[src/hiet_pkg.sv]
// shared constants, register map and helpers for the hart interrupt entry/exit block
package hiet_pkg;

  // ----------------------------------------------------------------
  // register map (byte addresses, one 32-bit word each)
  // ----------------------------------------------------------------
  localparam int          ADDR_W    = 8;
  localparam logic [7:0]  A_STATUS  = 8'h00;
  localparam logic [7:0]  A_IE_LO   = 8'h04;
  localparam logic [7:0]  A_IE_HI   = 8'h08;
  localparam logic [7:0]  A_IP_LO   = 8'h0C;
  localparam logic [7:0]  A_IP_HI   = 8'h10;
  localparam logic [7:0]  A_TVEC    = 8'h14;
  localparam logic [7:0]  A_EPC     = 8'h18;
  localparam logic [7:0]  A_CAU_LO  = 8'h1C;
  localparam logic [7:0]  A_CAU_HI  = 8'h20;
  localparam logic [7:0]  A_FAB_EN  = 8'h24;
  localparam logic [7:0]  A_ECC_ST  = 8'h28;
  localparam logic [7:0]  A_ECC_IE  = 8'h2C;
  localparam logic [7:0]  A_ECC_CNT = 8'h30;
  localparam logic [7:0]  A_EV_ST   = 8'h34;
  localparam logic [7:0]  A_EV_MSK  = 8'h38;
  localparam logic [7:0]  A_PRIV    = 8'h3C;

  // ----------------------------------------------------------------
  // status word fields
  // ----------------------------------------------------------------
  localparam int ST_W    = 13;
  localparam int ST_SIE  = 1;
  localparam int ST_MIE  = 3;
  localparam int ST_SUPERVISOR_PREV_INT_ENABLE = 5;
  localparam int ST_MACHINE_PREV_INT_ENABLE = 7;
  localparam int ST_SPP  = 8;
  localparam int ST_MPPL = 11;
  localparam int ST_MPPH = 12;
  localparam logic [ST_W-1:0] ST_RST = 13'h0000;

  // ----------------------------------------------------------------
  // enable / pending layout
  // ----------------------------------------------------------------
  localparam int          N_LOCAL  = 48;
  localparam int          N_STD    = 6;
  localparam int          N_PLAIN  = 16;
  localparam int          N_FAB    = 32;
  localparam int          CODE_W   = 6;
  localparam logic [63:0] IE_WMASK = 64'hFFFF_FFFF_FFFF_0AAA;
  localparam int          ECC_COR_LINE = 13;
  localparam int          ECC_ERR_LINE = 14;

  // trap vector and privilege
  localparam logic [1:0]  VEC_DIRECT   = 2'h0;
  localparam logic [1:0]  VEC_VECTORED = 2'h1;
  localparam int          VEC_SHIFT    = 2;
  localparam logic [1:0]  PRIV_M       = 2'h3;
  localparam int          CAUSE_INT    = 31;

  // ecc status bits, sticky events
  localparam int ECC_COR = 0;
  localparam int ECC_ERR = 1;
  localparam int CNT_W   = 16;
  localparam int EV_ENTRY = 0;
  localparam int EV_RET   = 1;
  localparam int EV_ECC   = 2;
  localparam int EV_W     = 3;

  typedef enum logic [1:0] {
    HIET_IDLE  = 2'b00,
    HIET_ENTER = 2'b01,
    HIET_LEAVE = 2'b10
  } hiet_state_t;

  // place the six standard pending/enable lines at bits 1,3,...,11
  function automatic logic [N_PLAIN-1:0] hiet_spread(input logic [N_STD-1:0] s);
    logic [N_PLAIN-1:0] r;
    r = '0;
    for (int i = 0; i < N_STD; i++)
    begin
      r[2*i+1] = s[i];
    end
    return r;
  endfunction : hiet_spread

  // handler address: base, or base plus four times the cause when vectored
  function automatic logic [31:0] hiet_target(input logic [31:0] base, input logic [1:0] mode,
                                              input logic [CODE_W-1:0] code);
    logic [31:0] off;
    off = 32'({code, 2'b00});
    return (mode == VEC_VECTORED) ? (base + off) : base;
  endfunction : hiet_target

endpackage : hiet_pkg

[src/hiet_trap_if.sv]
// bundle between the trap controller and the interrupt selector
`timescale 1ns/1ps
interface hiet_trap_if;
  import hiet_pkg::*;
  logic [63:0]       pending;
  logic [63:0]       enable;
  logic              global_en;
  logic              take;
  logic [CODE_W-1:0] code;
  modport ctl (output pending, output enable, output global_en, input take, input code);
  modport sel (input pending, input enable, input global_en, output take, output code);
endinterface : hiet_trap_if

[src/hiet_pick.sv]
// selects the interrupt to take: highest enabled pending number wins
`timescale 1ns/1ps
module hiet_pick
  import hiet_pkg::*;
(
  hiet_trap_if.sel t
);
  wire [63:0] live = t.pending & t.enable;

  // priority encoder, higher numbers first
  function automatic logic [CODE_W-1:0] top_bit(input logic [63:0] v);
    logic [CODE_W-1:0] r;
    r = '0;
    for (int i = 0; i < 64; i++)
    begin
      if (v[i])
      begin
        r = CODE_W'(i);
      end
    end
    return r;
  endfunction : top_bit

  assign t.take = t.global_en & (|live);
  assign t.code = top_bit(live);
endmodule : hiet_pick

[src/hiet_sync.sv]
// two-flop synchroniser for interrupt lines
`timescale 1ns/1ps
module hiet_sync
  import hiet_pkg::*;
#(
  parameter int W = 1
)(
  input  wire logic         clk,
  input  wire logic         rst,
  input  wire logic [W-1:0] d,
  output logic      [W-1:0] q
);
  logic [W-1:0] meta;

  // first stage feeds only the second stage
  always_ff @(posedge clk)
  begin
    if (rst)
    begin
      meta <= '0;
      q    <= '0;
    end
    else
    begin
      meta <= d;
      q    <= meta;
    end
  end
endmodule : hiet_sync

[src/hiet_top.sv]
// hart interrupt entry/exit controller with apb register access
//
// Local design decisions: the register addresses and the APB register port.
`timescale 1ns/1ps
module hiet_top
  import hiet_pkg::*;
#(
  parameter bit MONITOR_CORE = 1'b1
)(
  input  wire logic              CLK_IN,
  input  wire logic              RST_IN,
  input  wire logic [ADDR_W-1:0] PADDR_IN,
  input  wire logic              PSEL_IN,
  input  wire logic              PENABLE_IN,
  input  wire logic              PWRITE_IN,
  input  wire logic [31:0]       PWDATA_IN,
  output logic      [31:0]       PRDATA_OUT,
  output logic                   PREADY_OUT,
  output logic                   PSLVERR_OUT,
  input  wire logic [N_STD-1:0]  STD_IRQ_IN,
  input  wire logic [N_PLAIN-1:0] LOCAL_IRQ_IN,
  input  wire logic [N_FAB-1:0]  FABRIC_IRQ_IN,
  input  wire logic              ECC_COR_IN,
  input  wire logic              ECC_ERR_IN,
  input  wire logic              BOUNDARY_IN,
  input  wire logic              MACHINE_TRAP_RETURN_IN,
  input  wire logic [31:0]       PC_IN,
  output logic                   REDIRECT_OUT,
  output logic      [31:0]       NEW_PC_OUT,
  output logic      [1:0]        PRIV_OUT,
  output logic                   IRQ_OUT
);

  // ----------------------------------------------------------------
  // state
  // ----------------------------------------------------------------
  hiet_state_t        state;
  hiet_state_t        next_state;
  logic [ST_W-1:0]    status;
  logic [ST_W-1:0]    next_status;
  logic [63:0]        ie;
  logic [31:0]        tvec_base;
  logic [1:0]         tvec_mode;
  logic [31:0]        epc;
  logic [CODE_W-1:0]  cause_code;
  logic               cause_int;
  logic [N_FAB-1:0]   fab_en;
  logic [1:0]         ecc_st;
  logic [1:0]         ecc_ie;
  logic [CNT_W-1:0]   ecc_cnt;
  logic [EV_W-1:0]    ev_st;
  logic [EV_W-1:0]    ev_msk;

  localparam logic [N_FAB-1:0] FAB_RST = MONITOR_CORE ? '1 : '0;

  // ----------------------------------------------------------------
  // synchronised interrupt lines
  // ----------------------------------------------------------------
  logic [N_STD-1:0]   std_s;
  logic [N_PLAIN-1:0] loc_s;
  logic [N_FAB-1:0]   fab_s;

  // lines are resampled before any decision so entry sees stable levels
  hiet_sync #(.W(N_STD+N_PLAIN+N_FAB)) u_sync (
    .clk (CLK_IN),
    .rst (RST_IN),
    .d   ({STD_IRQ_IN, LOCAL_IRQ_IN, FABRIC_IRQ_IN}),
    .q   ({std_s, loc_s, fab_s})
  );

  // ----------------------------------------------------------------
  // local interrupt assembly and selection
  // ----------------------------------------------------------------
  logic [N_LOCAL-1:0] local_lines;
  wire  [1:0]         ecc_line = ecc_st & ecc_ie;

  // fabric lines sit above the plain peripheral lines; ecc lines replace two of them
  always_comb
  begin
    local_lines               = {fab_s & fab_en, loc_s};
    local_lines[ECC_COR_LINE] = ecc_line[ECC_COR];
    local_lines[ECC_ERR_LINE] = ecc_line[ECC_ERR];
  end

  wire [63:0] pending = {local_lines, hiet_spread(std_s)};

  hiet_trap_if tif ();
  assign tif.pending   = pending;
  assign tif.enable    = ie;
  assign tif.global_en = status[ST_MIE];

  hiet_pick u_pick (
    .t (tif.sel)
  );

  // ----------------------------------------------------------------
  // apb decode
  // ----------------------------------------------------------------
  wire       acc    = PSEL_IN & PENABLE_IN;
  wire       wr_go  = acc & PWRITE_IN & PREADY_OUT;
  wire       next_pready = acc & ~PREADY_OUT;
  wire       hit_st  = PADDR_IN == A_STATUS;
  wire       hit_ilo = PADDR_IN == A_IE_LO;
  wire       hit_ihi = PADDR_IN == A_IE_HI;
  wire       hit_tv  = PADDR_IN == A_TVEC;
  wire       hit_epc = PADDR_IN == A_EPC;
  wire       hit_fab = PADDR_IN == A_FAB_EN;
  wire       hit_ecs = PADDR_IN == A_ECC_ST;
  wire       hit_eci = PADDR_IN == A_ECC_IE;
  wire       hit_evs = PADDR_IN == A_EV_ST;
  wire       hit_evm = PADDR_IN == A_EV_MSK;
  wire       mapped  = hit_st | hit_ilo | hit_ihi | hit_tv | hit_epc | hit_fab | hit_ecs
                     | hit_eci | hit_evs | hit_evm | (PADDR_IN == A_IP_LO)
                     | (PADDR_IN == A_IP_HI) | (PADDR_IN == A_CAU_LO)
                     | (PADDR_IN == A_CAU_HI) | (PADDR_IN == A_ECC_CNT)
                     | (PADDR_IN == A_PRIV);

  // read multiplexer; unmapped words read zero with an error
  logic [31:0] rd_mux;
  always_comb
  begin
    unique case (PADDR_IN)
      A_STATUS:  rd_mux = 32'(status);
      A_IE_LO:   rd_mux = ie[31:0];
      A_IE_HI:   rd_mux = ie[63:32];
      A_IP_LO:   rd_mux = pending[31:0];
      A_IP_HI:   rd_mux = pending[63:32];
      A_TVEC:    rd_mux = {tvec_base[31:2], tvec_mode};
      A_EPC:     rd_mux = epc;
      A_CAU_LO:  rd_mux = 32'(cause_code);
      A_CAU_HI:  rd_mux = {cause_int, 31'h0000_0000};
      A_FAB_EN:  rd_mux = fab_en;
      A_ECC_ST:  rd_mux = 32'(ecc_st);
      A_ECC_IE:  rd_mux = 32'(ecc_ie);
      A_ECC_CNT: rd_mux = 32'(ecc_cnt);
      A_EV_ST:   rd_mux = 32'(ev_st);
      A_EV_MSK:  rd_mux = 32'(ev_msk);
      A_PRIV:    rd_mux = 32'(PRIV_OUT);
      default:   rd_mux = 32'h0000_0000;
    endcase
  end

  // ----------------------------------------------------------------
  // trap entry / return decisions
  // ----------------------------------------------------------------
  // a committing software write holds off hardware updates for one cycle,
  // so neither side loses its update; pipeline keeps its request up meanwhile
  wire idle     = state == HIET_IDLE;
  wire machine_trap_return_go  = idle & MACHINE_TRAP_RETURN_IN & ~wr_go;
  wire trap_go  = idle & BOUNDARY_IN & tif.take & ~MACHINE_TRAP_RETURN_IN & ~wr_go;
  wire [31:0] vec_pc = hiet_target(tvec_base, tvec_mode, tif.code);

  always_comb
  begin
    next_state = state;
    unique case (state)
      HIET_IDLE:
      begin
        if (machine_trap_return_go)
        begin
          next_state = HIET_LEAVE;
        end
        else if (trap_go)
        begin
          next_state = HIET_ENTER;
        end
      end
      HIET_ENTER: next_state = HIET_IDLE;
      HIET_LEAVE: next_state = HIET_IDLE;
      default:    next_state = HIET_IDLE;
    endcase
  end

  // status word: hardware sequence, else software write
  always_comb
  begin
    next_status = status;
    if (trap_go)
    begin
      next_status[ST_MACHINE_PREV_INT_ENABLE]         = status[ST_MIE];
      next_status[ST_MIE]          = 1'b0;
      next_status[ST_MPPH:ST_MPPL] = PRIV_OUT;
    end
    else if (machine_trap_return_go)
    begin
      next_status[ST_MIE] = status[ST_MACHINE_PREV_INT_ENABLE];
    end
    else if (wr_go & hit_st)
    begin
      next_status = PWDATA_IN[ST_W-1:0];
    end
  end

  // ----------------------------------------------------------------
  // sequencer and architectural registers
  // ----------------------------------------------------------------
  // every entry update commits on the same edge
  always_ff @(posedge CLK_IN)
  begin
    if (RST_IN)
    begin
      state        <= HIET_IDLE;
      status       <= ST_RST;
      PRIV_OUT     <= PRIV_M;
      epc          <= 32'h0000_0000;
      cause_code   <= '0;
      cause_int    <= 1'b0;
      REDIRECT_OUT <= 1'b0;
      NEW_PC_OUT   <= 32'h0000_0000;
    end
    else
    begin
      state        <= next_state;
      status       <= next_status;
      REDIRECT_OUT <= trap_go | machine_trap_return_go;
      if (trap_go)
      begin
        epc        <= PC_IN;
        cause_int  <= 1'b1;
        cause_code <= tif.code;
        PRIV_OUT   <= PRIV_M;
        NEW_PC_OUT <= vec_pc;
      end
      else if (machine_trap_return_go)
      begin
        PRIV_OUT   <= status[ST_MPPH:ST_MPPL];
        NEW_PC_OUT <= epc;
      end
      else if (wr_go & hit_epc)
      begin
        epc <= {PWDATA_IN[31:2], 2'b00};
      end
    end
  end

  // enables and vector base; reserved modes keep the previous mode
  always_ff @(posedge CLK_IN)
  begin
    if (RST_IN)
    begin
      ie        <= 64'h0000_0000_0000_0000;
      tvec_base <= 32'h0000_0000;
      tvec_mode <= VEC_DIRECT;
      fab_en    <= FAB_RST;
    end
    else if (wr_go)
    begin
      if (hit_ilo)
        ie[31:0]  <= PWDATA_IN & IE_WMASK[31:0];
      if (hit_ihi)
        ie[63:32] <= PWDATA_IN & IE_WMASK[63:32];
      if (hit_tv)
      begin
        tvec_base <= {PWDATA_IN[31:2], 2'b00};
        if (PWDATA_IN[1:0] <= VEC_VECTORED)
          tvec_mode <= PWDATA_IN[1:0];
      end
      if (hit_fab)
        fab_en <= PWDATA_IN;
    end
  end

  // ----------------------------------------------------------------
  // ecc status, enable and counter
  // ----------------------------------------------------------------
  wire [1:0]  ecc_set  = {ECC_ERR_IN, ECC_COR_IN};
  wire [1:0]  ecc_clr  = (wr_go & hit_ecs) ? PWDATA_IN[1:0] : 2'b00;
  wire        cnt_full = &ecc_cnt;

  // new error wins over a clear in the same cycle; counter saturates
  always_ff @(posedge CLK_IN)
  begin
    if (RST_IN)
    begin
      ecc_st  <= 2'b00;
      ecc_ie  <= 2'b00;
      ecc_cnt <= '0;
    end
    else
    begin
      ecc_st <= (ecc_st & ~ecc_clr) | ecc_set;
      if (wr_go & hit_eci)
        ecc_ie <= PWDATA_IN[1:0];
      if ((|ecc_set) & ~cnt_full)
        ecc_cnt <= ecc_cnt + CNT_W'(1);
    end
  end

  // ----------------------------------------------------------------
  // event interrupt and apb answer
  // ----------------------------------------------------------------
  wire [EV_W-1:0] ev_set = {|ecc_set, machine_trap_return_go, trap_go};
  wire [EV_W-1:0] ev_clr = (wr_go & hit_evs) ? PWDATA_IN[EV_W-1:0] : '0;
  wire [EV_W-1:0] next_ev = (ev_st & ~ev_clr) | ev_set;

  // irq is registered from next values so it tracks status without lag
  always_ff @(posedge CLK_IN)
  begin
    if (RST_IN)
    begin
      ev_st       <= '0;
      ev_msk      <= '0;
      IRQ_OUT     <= 1'b0;
      PREADY_OUT  <= 1'b0;
      PRDATA_OUT  <= 32'h0000_0000;
      PSLVERR_OUT <= 1'b0;
    end
    else
    begin
      ev_st      <= next_ev;
      if (wr_go & hit_evm)
        ev_msk <= PWDATA_IN[EV_W-1:0];
      IRQ_OUT     <= |(next_ev & ((wr_go & hit_evm) ? PWDATA_IN[EV_W-1:0] : ev_msk));
      PREADY_OUT  <= next_pready;
      PRDATA_OUT  <= (next_pready & ~PWRITE_IN) ? rd_mux : 32'h0000_0000;
      PSLVERR_OUT <= next_pready & ~mapped;
    end
  end

endmodule : hiet_top

[config.mk]
export PLATFORM = sky130hd
export DESIGN_NAME = hiet_top
export DESIGN_NICKNAME = d
export VERILOG_FILES = /design/src/hiet_pkg.sv /design/src/hiet_trap_if.sv /design/src/hiet_pick.sv /design/src/hiet_sync.sv /design/src/hiet_top.sv
export SDC_FILE = /design/constraint.sdc
export NUM_CORES = 1
export LEC_CHECK = 0
export BUFFER_PORTS_ARGS = -buffer_cell sky130_fd_sc_hd__buf_2
export CAP_MARGIN = 0
export CORE_MARGIN = 4
export CORE_UTILIZATION = 30
export CTS_CLUSTER_SIZE = 40
export DETAILED_ROUTE_END_ITERATION = 8
export GPL_ROUTABILITY_DRIVEN = 0
export GPL_TIMING_DRIVEN = 0
export MAX_ROUTING_LAYER = met4
export PLACE_DENSITY_LB_ADDON = 0.05
export SYNTH_ARGS = -nofsm -noshare
export SYNTH_HDL_FRONTEND = slang
export SYNTH_SLANG_ARGS = --single-unit
[constraint.sdc]
create_clock -name CLK_IN -period 6.3 [get_ports CLK_IN]
set_input_delay 0.945 -clock CLK_IN [delete_from_list [all_inputs] [get_ports CLK_IN]]
set_output_delay 0.945 -clock CLK_IN [all_outputs]
set_load 0.005 [all_outputs]
Yosys cells after proc, flatten, opt, wreduce, memory -nomap -nowiden
Index checks and enable logic that the tools add are counted.

Register bits after elaboration: 376. Bits in latches: 0. Bits in writable memories: 0. Memory bits (read-only): 0. Output and inout bits: 70. Memories: 0.

$add $sub $neg: 2. $mul: 0. Div/mod/pow operators: 0. $lt $le $gt $ge: 1. Equal/unequal tests: 17. Shifts and indexed selects: 0. Muxes and demuxes: 80. Bitwise gates (word level): 56. Reductions and logical operators: 22.

Operator list (number): $pmux W32 S16 (1); $mux W32 (6); $mux W6 (32); $mux W5 (16); $and A64 B64 Y64 (1); $eq A8 B6 Y1 const B (8); $reduce_or A64 Y1 (1); $add A32 B8 Y32 (1); $and A32 B32 Y32 (1); $eq A8 B5 Y1 const B (4); $mux W4 (8); $and A1 B1 Y1 (20); $mux W3 (6); $add A16 B1 Y16 const B (1); $eq A8 B4 Y1 const B (2); $or A1 B1 Y1 (16); $reduce_and A16 Y1 (1); $mux W13 (1); $mux W2 (6); $reduce_and A2 Y1 (6); $not A1 Y1 (10); $mux W9 (1); $eq A8 B3 Y1 const B (1); $logic_not A8 Y1 (1); 15 further kinds (27).

Longest topological paths before layout
Depth after elaboration: 68. Mapped depth: 17.

Hierarchy
Synthesis repeated with hierarchy kept, for this count alone.

Cells, all modules: 1927. Area, all modules: 16270.6 um^2.

Modules (own cells, without submodules): hiet_top (times used 1, cells an instance 1524, area an instance 12275.5 um^2, sequential area each 5365.1 um^2); hiet_sync (times used 1, cells an instance 228, area an instance 2947.8 um^2, sequential area each 2162.1 um^2); hiet_pick (times used 1, cells an instance 175, area an instance 1047.3 um^2, sequential area each 0.0 um^2).

Least setup slack after synthesis
Ideal clock, no wire load.

Kind: flip-flop to flip-flop. From: register ie[57]. To: register NEW_PC_OUT[26]. Arrival: 2.951 ns. Slack: 3.222 ns. Cell stages (with the launch flop): 18. Path buffers: 0. Clock period less this slack: 3.078 ns. Cell sequence: dfxtp_1 > nand3_1 > nor2b_1 > o21ai_0 > nand3_1 > nor4_1 > a21oi_1 > nand2_1 > ha_1 > inv_1 > fa_1 > nor2b_1 > o31a_1 > o211ai_1 > nor3_1 > xor2_1 > a222oi_1 > nor2_1.

Word-level cells in the longest chain between the ends: 11. Elaborated cells between the ends (all ways): 17. Classes of those cells: add/sub: 1; mux: 9; bitwise: 5; reduce/logical: 2.

Ends and longest elaborated chain: from (decl) (RTL line hiet_top.sv:41) `logic [63:0] ie;`; from (signal assigned) (RTL line hiet_top.sv:251) `ie[63:32] <= PWDATA_IN & IE_WMASK[63:32];`; $and A64 B64 Y64 (RTL line hiet_pick.sv:8) `wire [63:0] live = t.pending & t.enable;`; $mux W6 (7 in a row) (RTL line hiet_pick.sv:16) `if (v[i])`; via tif.code[0] (RTL line hiet_trap_if.sv:9) `logic [CODE_W-1:0] code;`; $add A32 B8 Y32 (RTL line hiet_pkg.sv:88) `return (mode == VEC_VECTORED) ? (base + off) : base;`; $mux W32 (RTL line hiet_pkg.sv:88); $mux W32 (RTL line hiet_top.sv:216) `if (trap_go)`; to (signal assigned) (RTL line hiet_top.sv:222) `NEW_PC_OUT <= vec_pc;`; to (signal assigned) (RTL line hiet_top.sv:227) `NEW_PC_OUT <= epc;`; to (decl) (RTL line hiet_top.sv:29) `output logic [31:0] NEW_PC_OUT,`.

The timed path passes the listed nets, and every way through them passes these cells. A chain may end at the register's enable or synchronous reset.

Worst setup path in the final report
From: register u_sync.q[52]. To: register NEW_PC_OUT[30].

Word-level cells in the longest chain between the ends: 59. Elaborated cells between the ends (all ways): 65. Classes of those cells: add/sub: 1; mux: 57; bitwise: 5; reduce/logical: 2.

Ends and longest elaborated chain: from (decl) (RTL line hiet_sync.sv:11) `output logic [W-1:0] q`; from (signal assigned) (RTL line hiet_sync.sv:26) `q <= meta;`; $and A64 B64 Y64 (RTL line hiet_pick.sv:8); $mux W4 (7 in a row) (RTL line hiet_pick.sv:16); $mux W5 (16 in a row) (RTL line hiet_pick.sv:16); $mux W6 (32 in a row) (RTL line hiet_pick.sv:16); via tif.code[0] (RTL line hiet_trap_if.sv:9); $add A32 B8 Y32 (RTL line hiet_pkg.sv:88); $mux W32 (RTL line hiet_pkg.sv:88); $mux W32 (RTL line hiet_top.sv:216).

The timed path passes the listed nets, and every way through them passes these cells.

==> results.sh <==
export IMPL_max_slew_margin_pct=20.1
export IMPL_clk_pin_slew_ns=0.06
export IMPL_grt_pass1_vias=14800
export IMPL_pin_count=205
export IMPL_cts_setup_buffers=0
export IMPL_place_hpwl_um=56100
export IMPL_chipWidth_um=235
export IMPL_netlist_cell_type_count=61
export IMPL_crit_slowest_cell="o211ai_1"
export IMPL_ant_nets=0
export IMPL_ys_ff_latch=372
export IMPL_hold_depth=1
export IMPL_synth_edf_count=0
export IMPL_crit_chain="a22oi_1 -> nand3_1 -> a31o_2 -> a31oi_1 -> o211ai_1 -> a21oi_1 -> nand2_1 -> ha_1 -> inv_1 -> fa_1 -> nor2b_1 -> o31a_1 -> o211ai_1 -> nor2_1 -> xnor2_1 -> a222oi_1 -> nor2_1"
export IMPL_synth_top_cell_area_share_pct=48.0
export IMPL_core_mm2=0.0513
export IMPL_synthTopCellsByArea="dfxtp_1 48%, nand2_1 11%, nor2b_1 4.5%"
export IMPL_vias=15300
export IMPL_hp_class="reg -> reg"
export IMPL_yosysMostFrequentCell="nand2_1"
export IMPL_rsz0062_at_grt="no"
export IMPL_synth_xor_area_share_pct=2.20
export IMPL_syn_inst=1883
export IMPL_cts_made_buffers=42
export IMPL_syn_nets=2026
export IMPL_wirelength_um=71900
export IMPL_avgSynthCellArea_um2=8.24
export IMPL_synth_simple_area_share_pct=27.7
export IMPL_hp_start="u_sync.meta[44]$_SDFF_PP0_"
export IMPL_timing_rr_end="NEW_PC_OUT[30]$_SDFFE_PP0P_"
export IMPL_worstMarginPinSlew_ns=1.19
export IMPL_worstSetupStartpointType="flop"
export IMPL_max_cap_violations=0
export IMPL_nets=2268
export IMPL_syn2layout_area_growth_pct=20.8
export IMPL_synth_largest_area_cell="dfxtp_1"
export IMPL_clock_sinks=372
export IMPL_met1_length_um=32100
export IMPL_ir_drop_mv=0.161
export IMPL_yosys_mux_area_fraction_pct=0.903
export IMPL_ctsHoldBuffers=0
export IMPL_fill_cells=5469
export IMPL_final_min_clock_period_ns=4.65
export IMPL_setup_tns_ns=0
export IMPL_wl_met2_um=32400
export IMPL_fmax_ghz=0.215
export IMPL_htreeDepth=2
export IMPL_ys_seq_area_share_pct=48.0
export IMPL_ff2ff_setup_slack_ns=1.65
export IMPL_power_density_mw_per_mm2=273
export IMPL_wl_per_cell_um=25.3
export IMPL_final_setup_worst_slack_ns=1.65
export IMPL_syn_cell_area_mm2=0.0155
export IMPL_die_h_um=235
export IMPL_synth_warnings=0
export IMPL_skew_ns=0.0183
export IMPL_drtIter0Drc=1671
export IMPL_portBuffers=198
export IMPL_pre_cts_ws_ns=1.81
export IMPL_drtPass1Iterations=6
export IMPL_rr_worst_depth=17
export IMPL_synth_fa_ha_area_share_pct=0.693
export IMPL_cts_buffer_depth=3
export IMPL_p_leak_uw=0.00722
export IMPL_ys_flop_type="dfxtp_1"
export IMPL_arrival_ns=5.09
export IMPL_grt_max_degree=14
export IMPL_clk_latency_ns=0.59
export IMPL_r2r_start="u_sync.q[52]$_SDFF_PP0_"
export IMPL_start_util_pct=30.2
export IMPL_overflow=0
export IMPL_multi_input_area_mm2=0.00753
export IMPL_dieArea_mm2=0.0554
export IMPL_holdPathEnd="u_sync.q[44]$_SDFF_PP0_"
export IMPL_routed_top_layer="met4"
export IMPL_cts_resized=0
export IMPL_seq_area_mm2=0.00745
export IMPL_setup_violations_final=0
export IMPL_route_met3_wl_um=5090
export IMPL_antenna_found_initial=4
export IMPL_synth_top_family_by_area="simple AND/OR/NAND/NOR gates"
export IMPL_endpoint_kind="flop"
export IMPL_crit_fanout=5
export IMPL_ys_top_cells_by_count="441 x nand2_1, 372 x dfxtp_1, 153 x nor2_1, 134 x a21oi_1, 111 x nor2b_1"
export IMPL_ys_async_sr_fraction_pct=0
export IMPL_grt_pass1_wl_um=103000
export IMPL_synth_compound_area_share_pct=16.9
export IMPL_rows=83
export IMPL_status="finished, final reports clean"
export IMPL_drive_above_1_share_pct=13.7
export IMPL_viasPerCell=5.40
export IMPL_post_route_period_util_pct=73.9
export IMPL_root_buffer="clkbuf_16"
export IMPL_worstSetupPathType="reg -> reg"
export IMPL_critPathMaxStageDelay_ns=0.64
export IMPL_grt_use_total_pct=25.6
export IMPL_p_total_uw=5120
export IMPL_cts_tree="done"
export IMPL_hold_viol=0
export IMPL_report_final_slew_viol_count=0
export IMPL_drc=0
export IMPL_required_ns=6.74
[worst max-delay path by stage]
stage                                       start                     endpoint  slack [ns]  cells after the start
after floorplan               ie[57]$_SDFFE_PP0P_  NEW_PC_OUT[26]$_SDFFE_PP0P_        3.22                     17
after global placement                PADDR_IN[7]     PRDATA_OUT[0]$_SDFF_PP0_        1.71                      9
after detailed placement  u_sync.q[52]$_SDFF_PP0_  NEW_PC_OUT[26]$_SDFFE_PP0P_        1.81                     17
after CTS                 u_sync.q[52]$_SDFF_PP0_  NEW_PC_OUT[26]$_SDFFE_PP0P_        1.79                     17
after global routing      u_sync.q[52]$_SDFF_PP0_  NEW_PC_OUT[24]$_SDFFE_PP0P_        1.54                     17
final                     u_sync.q[52]$_SDFF_PP0_  NEW_PC_OUT[30]$_SDFFE_PP0P_        1.65                     17
[metal layers]
metal  track usage, %  vias to the layer above
met5                -                        -
met4             8.54                        0
met3             3.53                      144
met2             39.6                      668
met1             34.7                     7419
li1                 -                     7093
[cell type report]
| class | instances | area share, % |
|---|---|---|
| timing repair buffer | 198 | 5.29 |
| tap | 680 | 4.54 |
| antenna | 3 | 0.0400 |
| buffer | 124 | 2.70 |
| inverter | 12 | 0.240 |
| clock buffer | 60 | 6.34 |
| clock inverter | 15 | 0.961 |
| sequential | 372 | 39.7 |
| multi-input combinational | 1375 | 40.2 |
[flip-flops by register name (all words and copies together) (netlist names), 6 cells and up]
signal,cells
fab_en,32
ecc_cnt,16
NEW_PC_OUT,32
u_sync.meta,52
cause_code,6
ie,54
PRDATA_OUT,32
epc,32
tvec_base,30
u_sync.q,52
status,13
[power by group]
part           switching, uW  total (uW)  internal (uW)
registers               26.0        2420           2390
logic                    140         207           67.4
clock network           1050        2500           1440
total                   1220        5120           3900
[layout by cell type, fill, tap and decap left out, types with 8 or more instances in the layout]
cell / n
clkbuf_1: 111
nor3_1: 25
xor2_1: 16
a22oi_1: 67
a21oi_1: 134
a32oi_1: 8
inv_1: 12
o21ai_0: 23
buf_2: 215
a31oi_1: 19
nand4_1: 20
and3_1: 8
a22o_1: 8
dfxtp_1: 372
and4_1: 8
nor2_1: 152
nand3_1: 98
xnor2_1: 23
clkbuf_16: 42
a222oi_1: 24
a311oi_1: 31
nor2b_1: 111
a221oi_1: 32
nand2_1: 441
mux2i_1: 14
nand3b_1: 34
[critical path: cells and delay by family (launching register included)]
family,cells,cell delay (ns)
AND/OR/NAND/NOR,5,0.75
adder cells (fa/ha/maj),2,0.46
buffers and inverters,1,0.09
XOR/XNOR,1,0.15
AO/OA/AOI/OAI,8,2.73
flip-flops,1,0.34
[logic make-up after synthesis]
kind of cell | count (synthesis)
compound gates | 379
xor+xnor | 39
fa+ha+maj | 8
buf+inv | 136
flops | 372
mux | 14
simple gates | 935
[metrics by stage]
stage | cell area, um^2 | cells | utilization, % | hold slack, ns
detailed placement | 17400 | 2761 | 33.9 | 0.420
global placement | 17400 | 2761 | 33.8 | 0.421
floorplan | 15500 | 1883 | - | 0.414
global route | 18700 | 2839 | 36.5 | 0.456
CTS | 18700 | 2836 | 36.5 | 0.435
finish | 18700 | 2839 | 36.5 | 0.434
Power figures use the tool's default switching activity.
